--- src/rtl/dtds_pkg.sv ---
// dtds_pkg: constants, field layouts and carriers of the disk transfer datapath
// assumes a single core clock; every design file imports the whole package
// What this block does
// - a 36-bit buffer register is the data exchange point with the host
// - a 36-bit shift register assembles read bits and serializes write words
// - a 36-bit register accumulates odd parity per bit position over a sector
// - host loads word count as two's complement; each word moved increments it
// - host loads start address; each word moved advances it by one
// - a 7-bit counter counts the words moved within the current sector
// - a done flag sets once the sector's full word count has been moved
// - a header word read with bad parity sets the header parity error
// - a data word read with bad parity sets the word parity error
// - a failing per-position sector parity sets the longitudinal error
// - write-check compares memory and disk words; any difference sets mismatch
// - a word that misses its memory transfer sets the timing error
// - an illegal command sequence from the host sets the programming error
// - a full revolution without the wanted header sets header missing
// - a write violating either write protection sets the protect error
// - bad cylinder, head and sector flags follow the address register live
// - reaching the end of pack before the count completes sets end of pack
package dtds_pkg;

   localparam int unsigned WORD_W  = 36;
   localparam int unsigned CNT_W   = 18;
   localparam int unsigned SWC_W   = 7;
   localparam int unsigned BCNT_W  = 6;
   localparam int unsigned NPIN    = 6;
   localparam int unsigned ERR_W   = 10;
   localparam int unsigned DADDR_W = 17;
   localparam int unsigned HALF_W  = 18;

   // serial word: 36 data bits then one odd parity bit
   localparam logic [BCNT_W-1:0] BIT_PAR    = 6'h24;
   localparam logic [SWC_W-1:0]  SEC_WORDS  = 7'h40;
   localparam logic [7:0]        CYL_LIMIT  = 8'hC8;
   localparam logic [4:0]        HEAD_LIMIT = 5'h14;
   localparam logic [3:0]        SEC_LIMIT  = 4'hA;

   // pin vector positions
   localparam int unsigned PIN_STB = 0;
   localparam int unsigned PIN_DAT = 1;
   localparam int unsigned PIN_SMK = 2;
   localparam int unsigned PIN_IDX = 3;
   localparam int unsigned PIN_EOP = 4;
   localparam int unsigned PIN_RO  = 5;

   // register byte offsets
   localparam logic [5:0] OFS_CTRL   = 6'h00;
   localparam logic [5:0] OFS_WC     = 6'h04;
   localparam logic [5:0] OFS_CA     = 6'h08;
   localparam logic [5:0] OFS_DADDR  = 6'h0C;
   localparam logic [5:0] OFS_ERR    = 6'h10;
   localparam logic [5:0] OFS_LOCK   = 6'h14;
   localparam logic [5:0] OFS_SWC    = 6'h18;
   localparam logic [5:0] OFS_BUF_LO = 6'h1C;
   localparam logic [5:0] OFS_BUF_HI = 6'h20;
   localparam logic [5:0] OFS_LPR_LO = 6'h24;
   localparam logic [5:0] OFS_LPR_HI = 6'h28;

   // control and lock field positions
   localparam int unsigned CTL_START = 0;
   localparam int unsigned CTL_WRITE = 1;
   localparam int unsigned CTL_WCHK  = 2;
   localparam int unsigned CTL_CLR   = 3;
   localparam int unsigned LOCK_EN   = 8;

   localparam logic [CNT_W-1:0] CNT_ZERO = 18'h00000;
   localparam logic [CNT_W-1:0] CNT_ONE  = 18'h00001;

   typedef struct packed {
      logic [7:0] cyl;
      logic [4:0] head;
      logic [3:0] sec;
   } dtds_daddr_s;

   typedef struct packed {
      logic end_of_pack;
      logic write_protect_violation;
      logic sector_header_missing;
      logic illegal_command_sequence;
      logic missed_transfer;
      logic write_check_mismatch;
      logic longitudinal_parity_error;
      logic word_parity_error;
      logic header_parity_error;
      logic sector_words_done;
   } dtds_err_s;

   typedef struct packed {
      logic wr;
      logic wchk;
   } dtds_mode_s;

   typedef enum logic [1:0] {ST_IDLE, ST_SEARCH, ST_DATA, ST_CHECK} dtds_state_e;

endpackage : dtds_pkg

--- src/rtl/dtds_core.sv ---
// dtds_core: disk transfer datapath, counters, error status and register slave
// assumes drive pins asynchronous, memory channel and Avalon-MM on the core clock
//
// The Avalon-MM interface to the registers and the register addresses were chosen for this implementation.
module dtds_core
   import dtds_pkg::*;
(
   input  wire logic              i_core_clk,
   input  wire logic              i_arst_n,
   input  wire logic              i_ce,
   input  wire logic [5:0]        i_avs_address,
   input  wire logic              i_avs_read,
   input  wire logic              i_avs_write,
   input  wire logic [31:0]       i_avs_writedata,
   output logic [31:0]            o_avs_readdata,
   output logic                   o_avs_waitrequest,
   input  wire logic              i_disk_bit_stb,
   input  wire logic              i_disk_rd_bit,
   input  wire logic              i_sector_mark,
   input  wire logic              i_index,
   input  wire logic              i_end_of_pack,
   input  wire logic              i_read_only,
   output logic                   o_disk_wr_bit,
   output logic                   o_disk_write_gate,
   output logic                   o_mem_req,
   output logic                   o_mem_we,
   output logic [CNT_W-1:0]       o_mem_addr,
   output logic [WORD_W-1:0]      o_mem_wdata,
   input  wire logic              i_mem_ack,
   input  wire logic [WORD_W-1:0] i_mem_rdata,
   output logic                   o_busy,
   output logic                   o_bad_cylinder_address,
   output logic                   o_bad_head_address,
   output logic                   o_bad_sector_address
);

   logic [NPIN-1:0]   s1_q, s2_q, s3_q, lvl_q, lvl_d1_q, rise;
   logic              ack_q, wr_go, cmd_start, cmd_clr, go, pe_now, wp_now, rd_mode;
   logic [31:0]       rdata_q;
   dtds_state_e       st_q;
   dtds_mode_s        mode_q;
   dtds_daddr_s       daddr_q;
   dtds_err_s         err_q, err_set;
   logic [CNT_W-1:0]  wc_q, ca_q;
   logic [WORD_W-1:0] buf_q, lpr_q, sd_word, load_word;
   logic              buf_full_q, tx_q, hdr_exp_q, idx_seen_q, lock_en_q;
   logic [7:0]        lock_lim_q;
   logic [SWC_W-1:0]  swc_q;
   logic              sd_need, sd_done, sd_par_ok, data_evt, end_now, wc_zero;

   // three-stage pin sync; a change counts once stages two and three agree
   always_ff @(posedge i_core_clk or negedge i_arst_n) begin
      if (!i_arst_n) begin
         s1_q     <= '0;
         s2_q     <= '0;
         s3_q     <= '0;
         lvl_q    <= '0;
         lvl_d1_q <= '0;
      end else if (i_ce) begin
         s1_q     <= {i_read_only, i_end_of_pack, i_index, i_sector_mark, i_disk_rd_bit, i_disk_bit_stb};
         s2_q     <= s1_q;
         s3_q     <= s2_q;
         lvl_q    <= (s2_q & s3_q) | (lvl_q & (s2_q ^ s3_q));
         lvl_d1_q <= lvl_q;
      end
   end
   assign rise = lvl_q & ~lvl_d1_q;

   // one wait state: request at edge 0, answer stands at edge 1
   assign o_avs_waitrequest = (i_avs_read | i_avs_write) & ~ack_q;
   assign wr_go     = i_avs_write & ack_q;
   assign cmd_start = wr_go & (i_avs_address == OFS_CTRL) & i_avs_writedata[CTL_START];
   assign cmd_clr   = wr_go & (i_avs_address == OFS_CTRL) & i_avs_writedata[CTL_CLR];

   always_ff @(posedge i_core_clk or negedge i_arst_n) begin
      if (!i_arst_n) begin
         ack_q <= 1'b0;
      end else if (i_ce) begin
         ack_q <= (i_avs_read | i_avs_write) & ~ack_q;
      end
   end

   // address legality is live, not latched
   assign o_bad_cylinder_address = daddr_q.cyl >= CYL_LIMIT;
   assign o_bad_head_address     = daddr_q.head >= HEAD_LIMIT;
   assign o_bad_sector_address   = daddr_q.sec >= SEC_LIMIT;

   assign pe_now = cmd_start & (o_busy | (i_avs_writedata[CTL_WRITE] & i_avs_writedata[CTL_WCHK])
                   | o_bad_cylinder_address | o_bad_head_address | o_bad_sector_address);
   assign wp_now = cmd_start & ~pe_now & i_avs_writedata[CTL_WRITE]
                   & (lvl_q[PIN_RO] | (lock_en_q & (daddr_q.cyl <= lock_lim_q)));
   assign go      = cmd_start & ~pe_now & ~wp_now;
   assign o_busy  = st_q != ST_IDLE;
   assign rd_mode = ~mode_q.wr & ~mode_q.wchk;
   assign wc_zero = wc_q == CNT_ZERO;

   // a protected or illegal start never leaves idle
   always_ff @(posedge i_core_clk or negedge i_arst_n) begin
      if (!i_arst_n) begin
         rdata_q <= '0;
      end else if (i_ce && i_avs_read && !ack_q) begin
         unique case (i_avs_address)
            OFS_CTRL:   rdata_q <= 32'({err_q.sector_words_done, mode_q.wchk, mode_q.wr, o_busy});
            OFS_WC:     rdata_q <= 32'(wc_q);
            OFS_CA:     rdata_q <= 32'(ca_q);
            OFS_DADDR:  rdata_q <= 32'(daddr_q);
            OFS_ERR:    rdata_q <= 32'({o_bad_sector_address, o_bad_head_address, o_bad_cylinder_address, err_q});
            OFS_LOCK:   rdata_q <= 32'({lock_en_q, lock_lim_q});
            OFS_SWC:    rdata_q <= 32'(swc_q);
            OFS_BUF_LO: rdata_q <= 32'(buf_q[HALF_W-1:0]);
            OFS_BUF_HI: rdata_q <= 32'(buf_q[WORD_W-1:HALF_W]);
            OFS_LPR_LO: rdata_q <= 32'(lpr_q[HALF_W-1:0]);
            OFS_LPR_HI: rdata_q <= 32'(lpr_q[WORD_W-1:HALF_W]);
            default:    rdata_q <= '0;
         endcase
      end
   end
   assign o_avs_readdata = rdata_q;

   always_ff @(posedge i_core_clk or negedge i_arst_n) begin
      if (!i_arst_n) begin
         lock_lim_q <= '0;
         lock_en_q  <= 1'b0;
      end else if (i_ce && wr_go && i_avs_address == OFS_LOCK) begin
         lock_lim_q <= i_avs_writedata[7:0];
         lock_en_q  <= i_avs_writedata[LOCK_EN];
      end
   end

   always_ff @(posedge i_core_clk or negedge i_arst_n) begin
      if (!i_arst_n) begin
         mode_q <= '0;
      end else if (i_ce && go) begin
         mode_q <= '{wr: i_avs_writedata[CTL_WRITE], wchk: i_avs_writedata[CTL_WCHK]};
      end
   end

   dtds_serdes u_serdes (
      .i_core_clk  (i_core_clk),
      .i_arst_n    (i_arst_n),
      .i_ce        (i_ce),
      .i_restart   (rise[PIN_SMK] & ~tx_q),
      .i_bit_stb   (rise[PIN_STB]),
      .i_bit       (lvl_q[PIN_DAT]),
      .i_tx        (tx_q),
      .i_load_word (load_word),
      .o_need      (sd_need),
      .o_word_done (sd_done),
      .o_par_ok    (sd_par_ok),
      .o_tx_bit    (o_disk_wr_bit),
      .o_word      (sd_word)
   );

   assign load_word = (st_q == ST_CHECK) ? ~lpr_q : buf_q;
   assign data_evt  = (st_q == ST_DATA) & (sd_done | sd_need);
   // writes stop only on a word boundary so the last word goes out whole
   assign end_now   = wc_zero & ~buf_full_q & (tx_q ? sd_need : 1'b1);
   assign o_disk_write_gate = tx_q;

   // sequencer: header search, sector data, sector check word
   always_ff @(posedge i_core_clk or negedge i_arst_n) begin
      if (!i_arst_n) begin
         st_q       <= ST_IDLE;
         tx_q       <= 1'b0;
         hdr_exp_q  <= 1'b0;
         idx_seen_q <= 1'b0;
         swc_q      <= '0;
         lpr_q      <= '0;
      end else if (i_ce) begin
         unique case (st_q)
            ST_IDLE: begin
               tx_q <= 1'b0;
               if (go) begin
                  st_q       <= ST_SEARCH;
                  idx_seen_q <= 1'b0;
                  hdr_exp_q  <= 1'b0;
               end
            end
            ST_SEARCH: begin
               if (sd_need) begin
                  tx_q <= 1'b0;
               end
               if (rise[PIN_SMK]) begin
                  hdr_exp_q <= 1'b1;
               end
               if (rise[PIN_EOP] && !wc_zero) begin
                  st_q <= ST_IDLE;
               end else if (rise[PIN_IDX] && idx_seen_q) begin
                  st_q <= ST_IDLE;
               end else if (sd_done && hdr_exp_q) begin
                  hdr_exp_q <= 1'b0;
                  if (sd_par_ok && sd_word[DADDR_W-1:0] == daddr_q) begin
                     st_q  <= ST_DATA;
                     tx_q  <= mode_q.wr;
                     swc_q <= '0;
                     lpr_q <= '0;
                  end
               end
               if (rise[PIN_IDX]) begin
                  idx_seen_q <= 1'b1;
               end
            end
            ST_DATA: begin
               if (rise[PIN_EOP] && !wc_zero) begin
                  st_q <= ST_IDLE;
               end else if (end_now) begin
                  st_q <= ST_IDLE;
               end else if (data_evt) begin
                  swc_q <= swc_q + 1'b1;
                  lpr_q <= lpr_q ^ (tx_q ? buf_q : sd_word);
                  if (swc_q + 1'b1 == SEC_WORDS) begin
                     st_q <= ST_CHECK;
                  end
               end
            end
            ST_CHECK: begin
               if (sd_done || sd_need) begin
                  st_q       <= wc_zero ? ST_IDLE : ST_SEARCH;
                  idx_seen_q <= 1'b0;
                  hdr_exp_q  <= 1'b0;
               end
            end
         endcase
      end
   end

   // the sector address steps on to the next sector after each check word unless the word count has reached zero
   always_ff @(posedge i_core_clk or negedge i_arst_n) begin
      if (!i_arst_n) begin
         daddr_q <= '0;
      end else if (i_ce) begin
         if (st_q == ST_CHECK && (sd_done || sd_need) && !wc_zero) begin
            daddr_q.sec <= daddr_q.sec + 1'b1;
         end else if (wr_go && i_avs_address == OFS_DADDR) begin
            daddr_q <= i_avs_writedata[DADDR_W-1:0];
         end
      end
   end

   // buffer: read words wait here for memory; write and check words are prefetched
   assign o_mem_req   = o_busy & (rd_mode ? buf_full_q : (~buf_full_q & ~wc_zero));
   assign o_mem_we    = rd_mode;
   assign o_mem_addr  = ca_q;
   assign o_mem_wdata = buf_q;

   always_ff @(posedge i_core_clk or negedge i_arst_n) begin
      if (!i_arst_n) begin
         buf_q      <= '0;
         buf_full_q <= 1'b0;
      end else if (i_ce) begin
         if (go) begin
            buf_full_q <= 1'b0;
         end else if (o_mem_req && i_mem_ack) begin
            buf_full_q <= ~rd_mode;
            if (!rd_mode) begin
               buf_q <= i_mem_rdata;
            end
         end else if (st_q == ST_DATA && sd_done && rd_mode && !buf_full_q) begin
            buf_q      <= sd_word;
            buf_full_q <= 1'b1;
         end else if (data_evt && !rd_mode && buf_full_q) begin
            buf_full_q <= 1'b0;
         end
      end
   end

   // a transfer step outranks a host load that lands in the same cycle
   always_ff @(posedge i_core_clk or negedge i_arst_n) begin
      if (!i_arst_n) begin
         wc_q <= '0;
         ca_q <= '0;
      end else if (i_ce) begin
         if (o_mem_req && i_mem_ack) begin
            wc_q <= wc_q + CNT_ONE;
            ca_q <= ca_q + CNT_ONE;
         end else if (wr_go && i_avs_address == OFS_WC) begin
            wc_q <= i_avs_writedata[CNT_W-1:0];
         end else if (wr_go && i_avs_address == OFS_CA) begin
            ca_q <= i_avs_writedata[CNT_W-1:0];
         end
      end
   end

   always_comb begin
      err_set                           = '0;
      err_set.header_parity_error       = (st_q == ST_SEARCH) & sd_done & hdr_exp_q & ~sd_par_ok;
      err_set.word_parity_error         = (st_q != ST_SEARCH) & sd_done & ~sd_par_ok;
      err_set.longitudinal_parity_error = (st_q == ST_CHECK) & sd_done & ~(&(lpr_q ^ sd_word));
      err_set.write_check_mismatch      = (st_q == ST_DATA) & sd_done & mode_q.wchk & buf_full_q
                                          & (buf_q != sd_word);
      err_set.missed_transfer           = data_evt & ~end_now & (rd_mode == buf_full_q);
      err_set.illegal_command_sequence  = pe_now;
      err_set.sector_header_missing     = (st_q == ST_SEARCH) & rise[PIN_IDX] & idx_seen_q
                                          & ~(rise[PIN_EOP] & ~wc_zero);
      err_set.write_protect_violation   = wp_now;
      err_set.end_of_pack               = o_busy & rise[PIN_EOP] & ~wc_zero;
      err_set.sector_words_done         = data_evt & ~end_now & (swc_q + 1'b1 == SEC_WORDS) & ~err_set.end_of_pack;
   end

   // set wins over a clear in the same cycle
   always_ff @(posedge i_core_clk or negedge i_arst_n) begin
      if (!i_arst_n) begin
         err_q <= '0;
      end else if (i_ce) begin
         err_q <= (cmd_clr ? '0 : err_q) | err_set;
      end
   end
endmodule : dtds_core

--- src/rtl/dtds_serdes.sv ---
// dtds_serdes: 36-bit serial shifter with odd word parity, both directions
// assumes bit strobes and data already synchronised to the core clock
module dtds_serdes
   import dtds_pkg::*;
(
   input  wire logic              i_core_clk,
   input  wire logic              i_arst_n,
   input  wire logic              i_ce,
   input  wire logic              i_restart,
   input  wire logic              i_bit_stb,
   input  wire logic              i_bit,
   input  wire logic              i_tx,
   input  wire logic [WORD_W-1:0] i_load_word,
   output logic                   o_need,
   output logic                   o_word_done,
   output logic                   o_par_ok,
   output logic                   o_tx_bit,
   output logic [WORD_W-1:0]      o_word
);

   logic [WORD_W-1:0] sh_q;
   logic [BCNT_W-1:0] cnt_q;
   logic              par_q;

   // word taken at the first bit slot of each serial word
   assign o_need = i_tx & i_bit_stb & (cnt_q == '0);

   always_ff @(posedge i_core_clk or negedge i_arst_n) begin
      if (!i_arst_n) begin
         cnt_q <= '0;
      end else if (i_ce) begin
         if (i_restart) begin
            cnt_q <= '0;
         end else if (i_bit_stb) begin
            cnt_q <= (cnt_q == BIT_PAR) ? '0 : cnt_q + 1'b1;
         end
      end
   end

   always_ff @(posedge i_core_clk or negedge i_arst_n) begin
      if (!i_arst_n) begin
         sh_q        <= '0;
         par_q       <= 1'b0;
         o_tx_bit    <= 1'b0;
         o_word      <= '0;
         o_word_done <= 1'b0;
         o_par_ok    <= 1'b0;
      end else if (i_ce) begin
         o_word_done <= 1'b0;
         if (i_bit_stb && !i_restart) begin
            if (i_tx) begin
               if (cnt_q == '0) begin
                  o_tx_bit <= i_load_word[WORD_W-1];
                  sh_q     <= {i_load_word[WORD_W-2:0], 1'b0};
                  par_q    <= ~(^i_load_word);
               end else if (cnt_q == BIT_PAR) begin
                  o_tx_bit <= par_q;
               end else begin
                  o_tx_bit <= sh_q[WORD_W-1];
                  sh_q     <= {sh_q[WORD_W-2:0], 1'b0};
               end
            end else if (cnt_q == BIT_PAR) begin
               o_word      <= sh_q;
               o_par_ok    <= ^{sh_q, i_bit};
               o_word_done <= 1'b1;
            end else begin
               sh_q <= {sh_q[WORD_W-2:0], i_bit};
            end
         end
      end
   end

endmodule : dtds_serdes

--- config.mk ---
export PLATFORM = sky130hd
export DESIGN_NAME = dtds_core
export DESIGN_NICKNAME = d
export VERILOG_FILES = /design/src/rtl/dtds_pkg.sv /design/src/rtl/dtds_core.sv /design/src/rtl/dtds_serdes.sv
export SDC_FILE = /design/constraint.sdc
export NUM_CORES = 1
export LEC_CHECK = 0
export ABC_CLOCK_PERIOD_IN_PS = 2400
export BUFFER_PORTS_ARGS = -buffer_cell sky130_fd_sc_hd__buf_2
export CELL_PAD_IN_SITES_DETAIL_PLACEMENT = 0
export CELL_PAD_IN_SITES_GLOBAL_PLACEMENT = 2
export CORE_ASPECT_RATIO = 1.75
export CORE_MARGIN = 4
export CORE_UTILIZATION = 34
export CTS_CLUSTER_DIAMETER = 60
export CTS_CLUSTER_SIZE = 12
export DETAILED_ROUTE_END_ITERATION = 10
export MAX_ROUTING_LAYER = met4
export PLACE_DENSITY_LB_ADDON = 0.1
export SLEW_MARGIN = 20
export SYNTH_ARGS = -nofsm -noshare
export SYNTH_HDL_FRONTEND = slang
export SYNTH_SLANG_ARGS = --single-unit
--- constraint.sdc ---
create_clock -name i_core_clk -period 2.4 [get_ports i_core_clk]
set_clock_uncertainty 0.05 [all_clocks]
set_input_delay 0 -clock i_core_clk [delete_from_list [all_inputs] [get_ports i_core_clk]]
set_output_delay 0 -clock i_core_clk [all_outputs]
set_load 0.1 [all_outputs]
==> results.py <==
metrics = {
    "synthesis": {
        "seq_area_frac_synth": 0.4214,
        "ys.flop_type": "dfrtp_1",
        "netlist_instances": 1844,
        "avgSynthCellArea_um2": 9.274,
        "synth.distinct_cells": 66,
        "synthArstFlopShare": 1.000,
        "synth-edff-count": 0,
        "ys_ff_latch": 288,
        "yosysWarningCount": 0,
        "netlist_area_um2": 17100,
    },
    "cts": {
        "insertion_delay_ns": 0.62,
        "cts_max_level": 1,
        "clock_path_buffers": 3,
        "cts.clk_slew.worst_paths_ns": 0.07,
        "root_buffer": "clkbuf_16",
        "cts_tree": "yes",
        "cts.sinks": 288,
        "numCtsBuffers": 31,
    },
    "detailed_routing": {
        "routed_wl_mm": 89.44,
        "num_vias": 17242,
        "final_antenna_net_count": 0,
        "via_per_inst": 5.715,
        "wl_per_cell_um": 29.65,
        "firstDrtPassIters": 9,
        "drt_iter0_markers": 1203,
        "drc_errors": 0,
    },
    "sta": {
        "max_freq_mhz": 355.8,
        "finalHoldViolCount": 0,
        "final-max-slew-violation-count": 0,
        "worst_pin_slew_ns": 0.7909,
        "fin_setup_tns_ns": -35.35,
        "setup_ws_ns": -0.4105,
        "setup_viol": 135,
        "fin_crit_ns": 2.810,
        "fin_crit_sh": 1.171,
        "rsz0062_at_grt": "true",
        "max_slew_margin": 0.4728,
    },
    "layout": {
        "layout_commonest_cell": "buf_4",
        "finalInstanceArea_um2": 25460,
        "final_cell_mix": "buf_4 (249), dfrtp_1 (248), nand2_1 (163)",
        "num-fill-cells": 4764,
        "drive_gt1_frac": 0.3935,
        "area_growth_pct": 48.88,
        "layout.nets": 2443,
        "layout.cells.non_filler": 3017,
    },
    "worst_setup_path": {
        "critPathLaunchType": "register",
        "required_ns": 2.88,
        "arrival_ns": 3.29,
        "reg2reg_depth": 13,
        "regToRegSetupSlack_ns": -0.41,
        "timing.rr.end": "lpr_q[5]",
        "cp-end-kind": "register",
        "critPathMaxFanout": 5,
        "crit_type": "reg2reg",
        "r2r_start": "wc_q[0]",
    },
    "status": {
        "run_status": "finished, violations left",
        "violations": "setup timing",
    },
    "power_and_ir_drop": {
        "peakVddDrop_uv": 597.0,
        "cellLeakagePower_nw": 11.15,
        "p_total_w": 0.01888,
        "power_density_nw_per_um2": 741.4,
    },
    "flow_run": {
        "cap_violations": 0,
    },
    "global_route": {
        "grt_overflow": 0,
        "grt_pass1_vias": 17480,
        "grt_pass1_wl_mm": 124.2,
        "grt_max_degree": 69,
        "antenna_found_initial": 1,
        "grt_use_total": 0.3232,
    },
    "die": {
        "die_x_um": 177.5,
        "ios": 181,
        "initial_core_util": 0.3439,
        "die_h_um": 304.7,
        "rows": 108,
        "fp.coreArea_um2": 49730,
        "die_area_um2": 54090,
    },
    "placed_design": {
        "placed_area_um2": 20510,
        "dp_hpwl_mm": 60.44,
        "pre_cts_slack_ns": -1.166,
        "dp.cells": 2788,
        "portBuffers": 152,
        "gp_congestion": 0.9699,
    },
    "worst_hold_path": {
        "hold_class": "in2async",
    },
}
-- synth_stat cells, types with 17 or more instances --
cell,number,area share
nand2_1,203,0.045
nor2_1,82,0.018
mux2i_1,85,0.050
nand4_1,18,0.0066
ha_1,23,0.017
mux2_2,76,0.050
inv_1,39,0.0086
a31oi_1,20,0.0073
buf_2,18,0.0053
a221oi_1,21,0.011
a22o_1,20,0.010
dfrtp_1,288,0.42
a21o_1,19,0.0083
xnor2_1,118,0.060
o211ai_1,19,0.0083
and3_1,17,0.0062
nand3_1,39,0.011
a21oi_1,113,0.033
xor2_1,56,0.029
or3_1,39,0.014
a22oi_1,27,0.012
o21ai_0,219,0.064
clkbuf_1,90,0.020
nor4_1,23,0.0084
-- power breakdown --
group | switching (W) | leakage, nW | total [W] | internal [W]
Combinational | 0.00478 | 6.93 | 0.00774 | 0.00296
Clock | 0.00227 | 0.478 | 0.00489 | 0.00262
Sequential | 0.000797 | 3.75 | 0.00625 | 0.00545
Total | 0.00785 | 11.2 | 0.0189 | 0.0110
-- worst max-delay path by stage --
stage                  from               to  slack (ns)
finish              wc_q[0]         lpr_q[5]       -0.41
global route        wc_q[0]        lpr_q[15]       -0.49
CTS                 wc_q[1]        lpr_q[18]       -0.41
detailed placement  wc_q[1]  o_mem_wdata[34]       -1.17
global placement    wc_q[1]  o_mem_wdata[34]       -1.10
floorplan           wc_q[0]        lpr_q[23]       -0.02
-- cells by family (layout without fill, tap and decap cells) --
group / count (synthesis) / in the layout / share of synthesized area
fa+ha+maj: 23 / 23 / 0.01683
other cells: 1 / 15 / 0.0002193
buf+inv: 185 / 683 / 0.04814
mux: 162 / 162 / 0.1005
flops: 288 / 288 / 0.4214
simple gates: 478 / 478 / 0.1335
compound gates: 532 / 533 / 0.1890
xor+xnor: 175 / 175 / 0.09043
-- sequential cells by signal, summed over array words and instances, names as in the netlist, 4 cells and up --
name             count
lvl_q                6
u_serdes.sh_q       36
wc_q                18
daddr_q             17
o_avs_readdata      18
lpr_q               36
s1_q                 6
swc_q                7
o_mem_addr          18
lock_lim_q           8
s3_q                 6
err_q               10
u_serdes.o_word     36
o_mem_wdata         36
u_serdes.cnt_q       6
s2_q                 6
lvl_d1_q             4
-- final cells by class --
cell class	instances	area [µm²]	area share
clock inverter	6	58.81	0.002310
inverter	39	150.1	0.005897
tap	660	825.8	0.03243
timing repair buffer	589	5653	0.2220
sequential	288	7279	0.2859
clock buffer	49	913.4	0.03587
multi-input combinational	1385	10580	0.4154
antenna	1	2.502	0.00009828
-- routing by layer --
layer / GRT usage / up-vias / share of wire
li1: - / 7586 / -
met4: 0.1950 / 0 / 0.091
met5: - / - / 0
met1: 0.3438 / 8622 / 0.34
met3: 0.03658 / 304 / 0.052
met2: 0.5689 / 730 / 0.52
-- critical path, cell delays in order (launching register included) --
cell       delay (ns)
dfrtp_1          0.40
inv_2            0.08
ha_4             0.18
nor4b_4          0.25
nand4_1          0.14
buf_6            0.17
or3_4            0.37
o21a_1           0.20
o211ai_4         0.18
buf_6            0.18
buf_12           0.14
clkbuf_16        0.17
o21ai_0          0.09
a21oi_1          0.13
-- timing repair --
item	4_1_cts	5_1_grt
setup endpoints to repair	146	183
cloned	28	19
hold buffers	65	0
pin swaps	71	122
buffers inserted	57	32
endpoints found under the hold margin	399	0
gates resized for setup	270	271
-- stage by stage --
stage            util  hold WS, ns
2_1_floorplan       -      -0.3456
3_3_place_gp   0.4124     -0.08894
3_5_place_dp   0.4124     -0.08659
4_1_cts        0.4855      0.02324
5_1_grt        0.5120      0.04543
6_report       0.5120      0.02041
(Power assumes the default switching activity.)
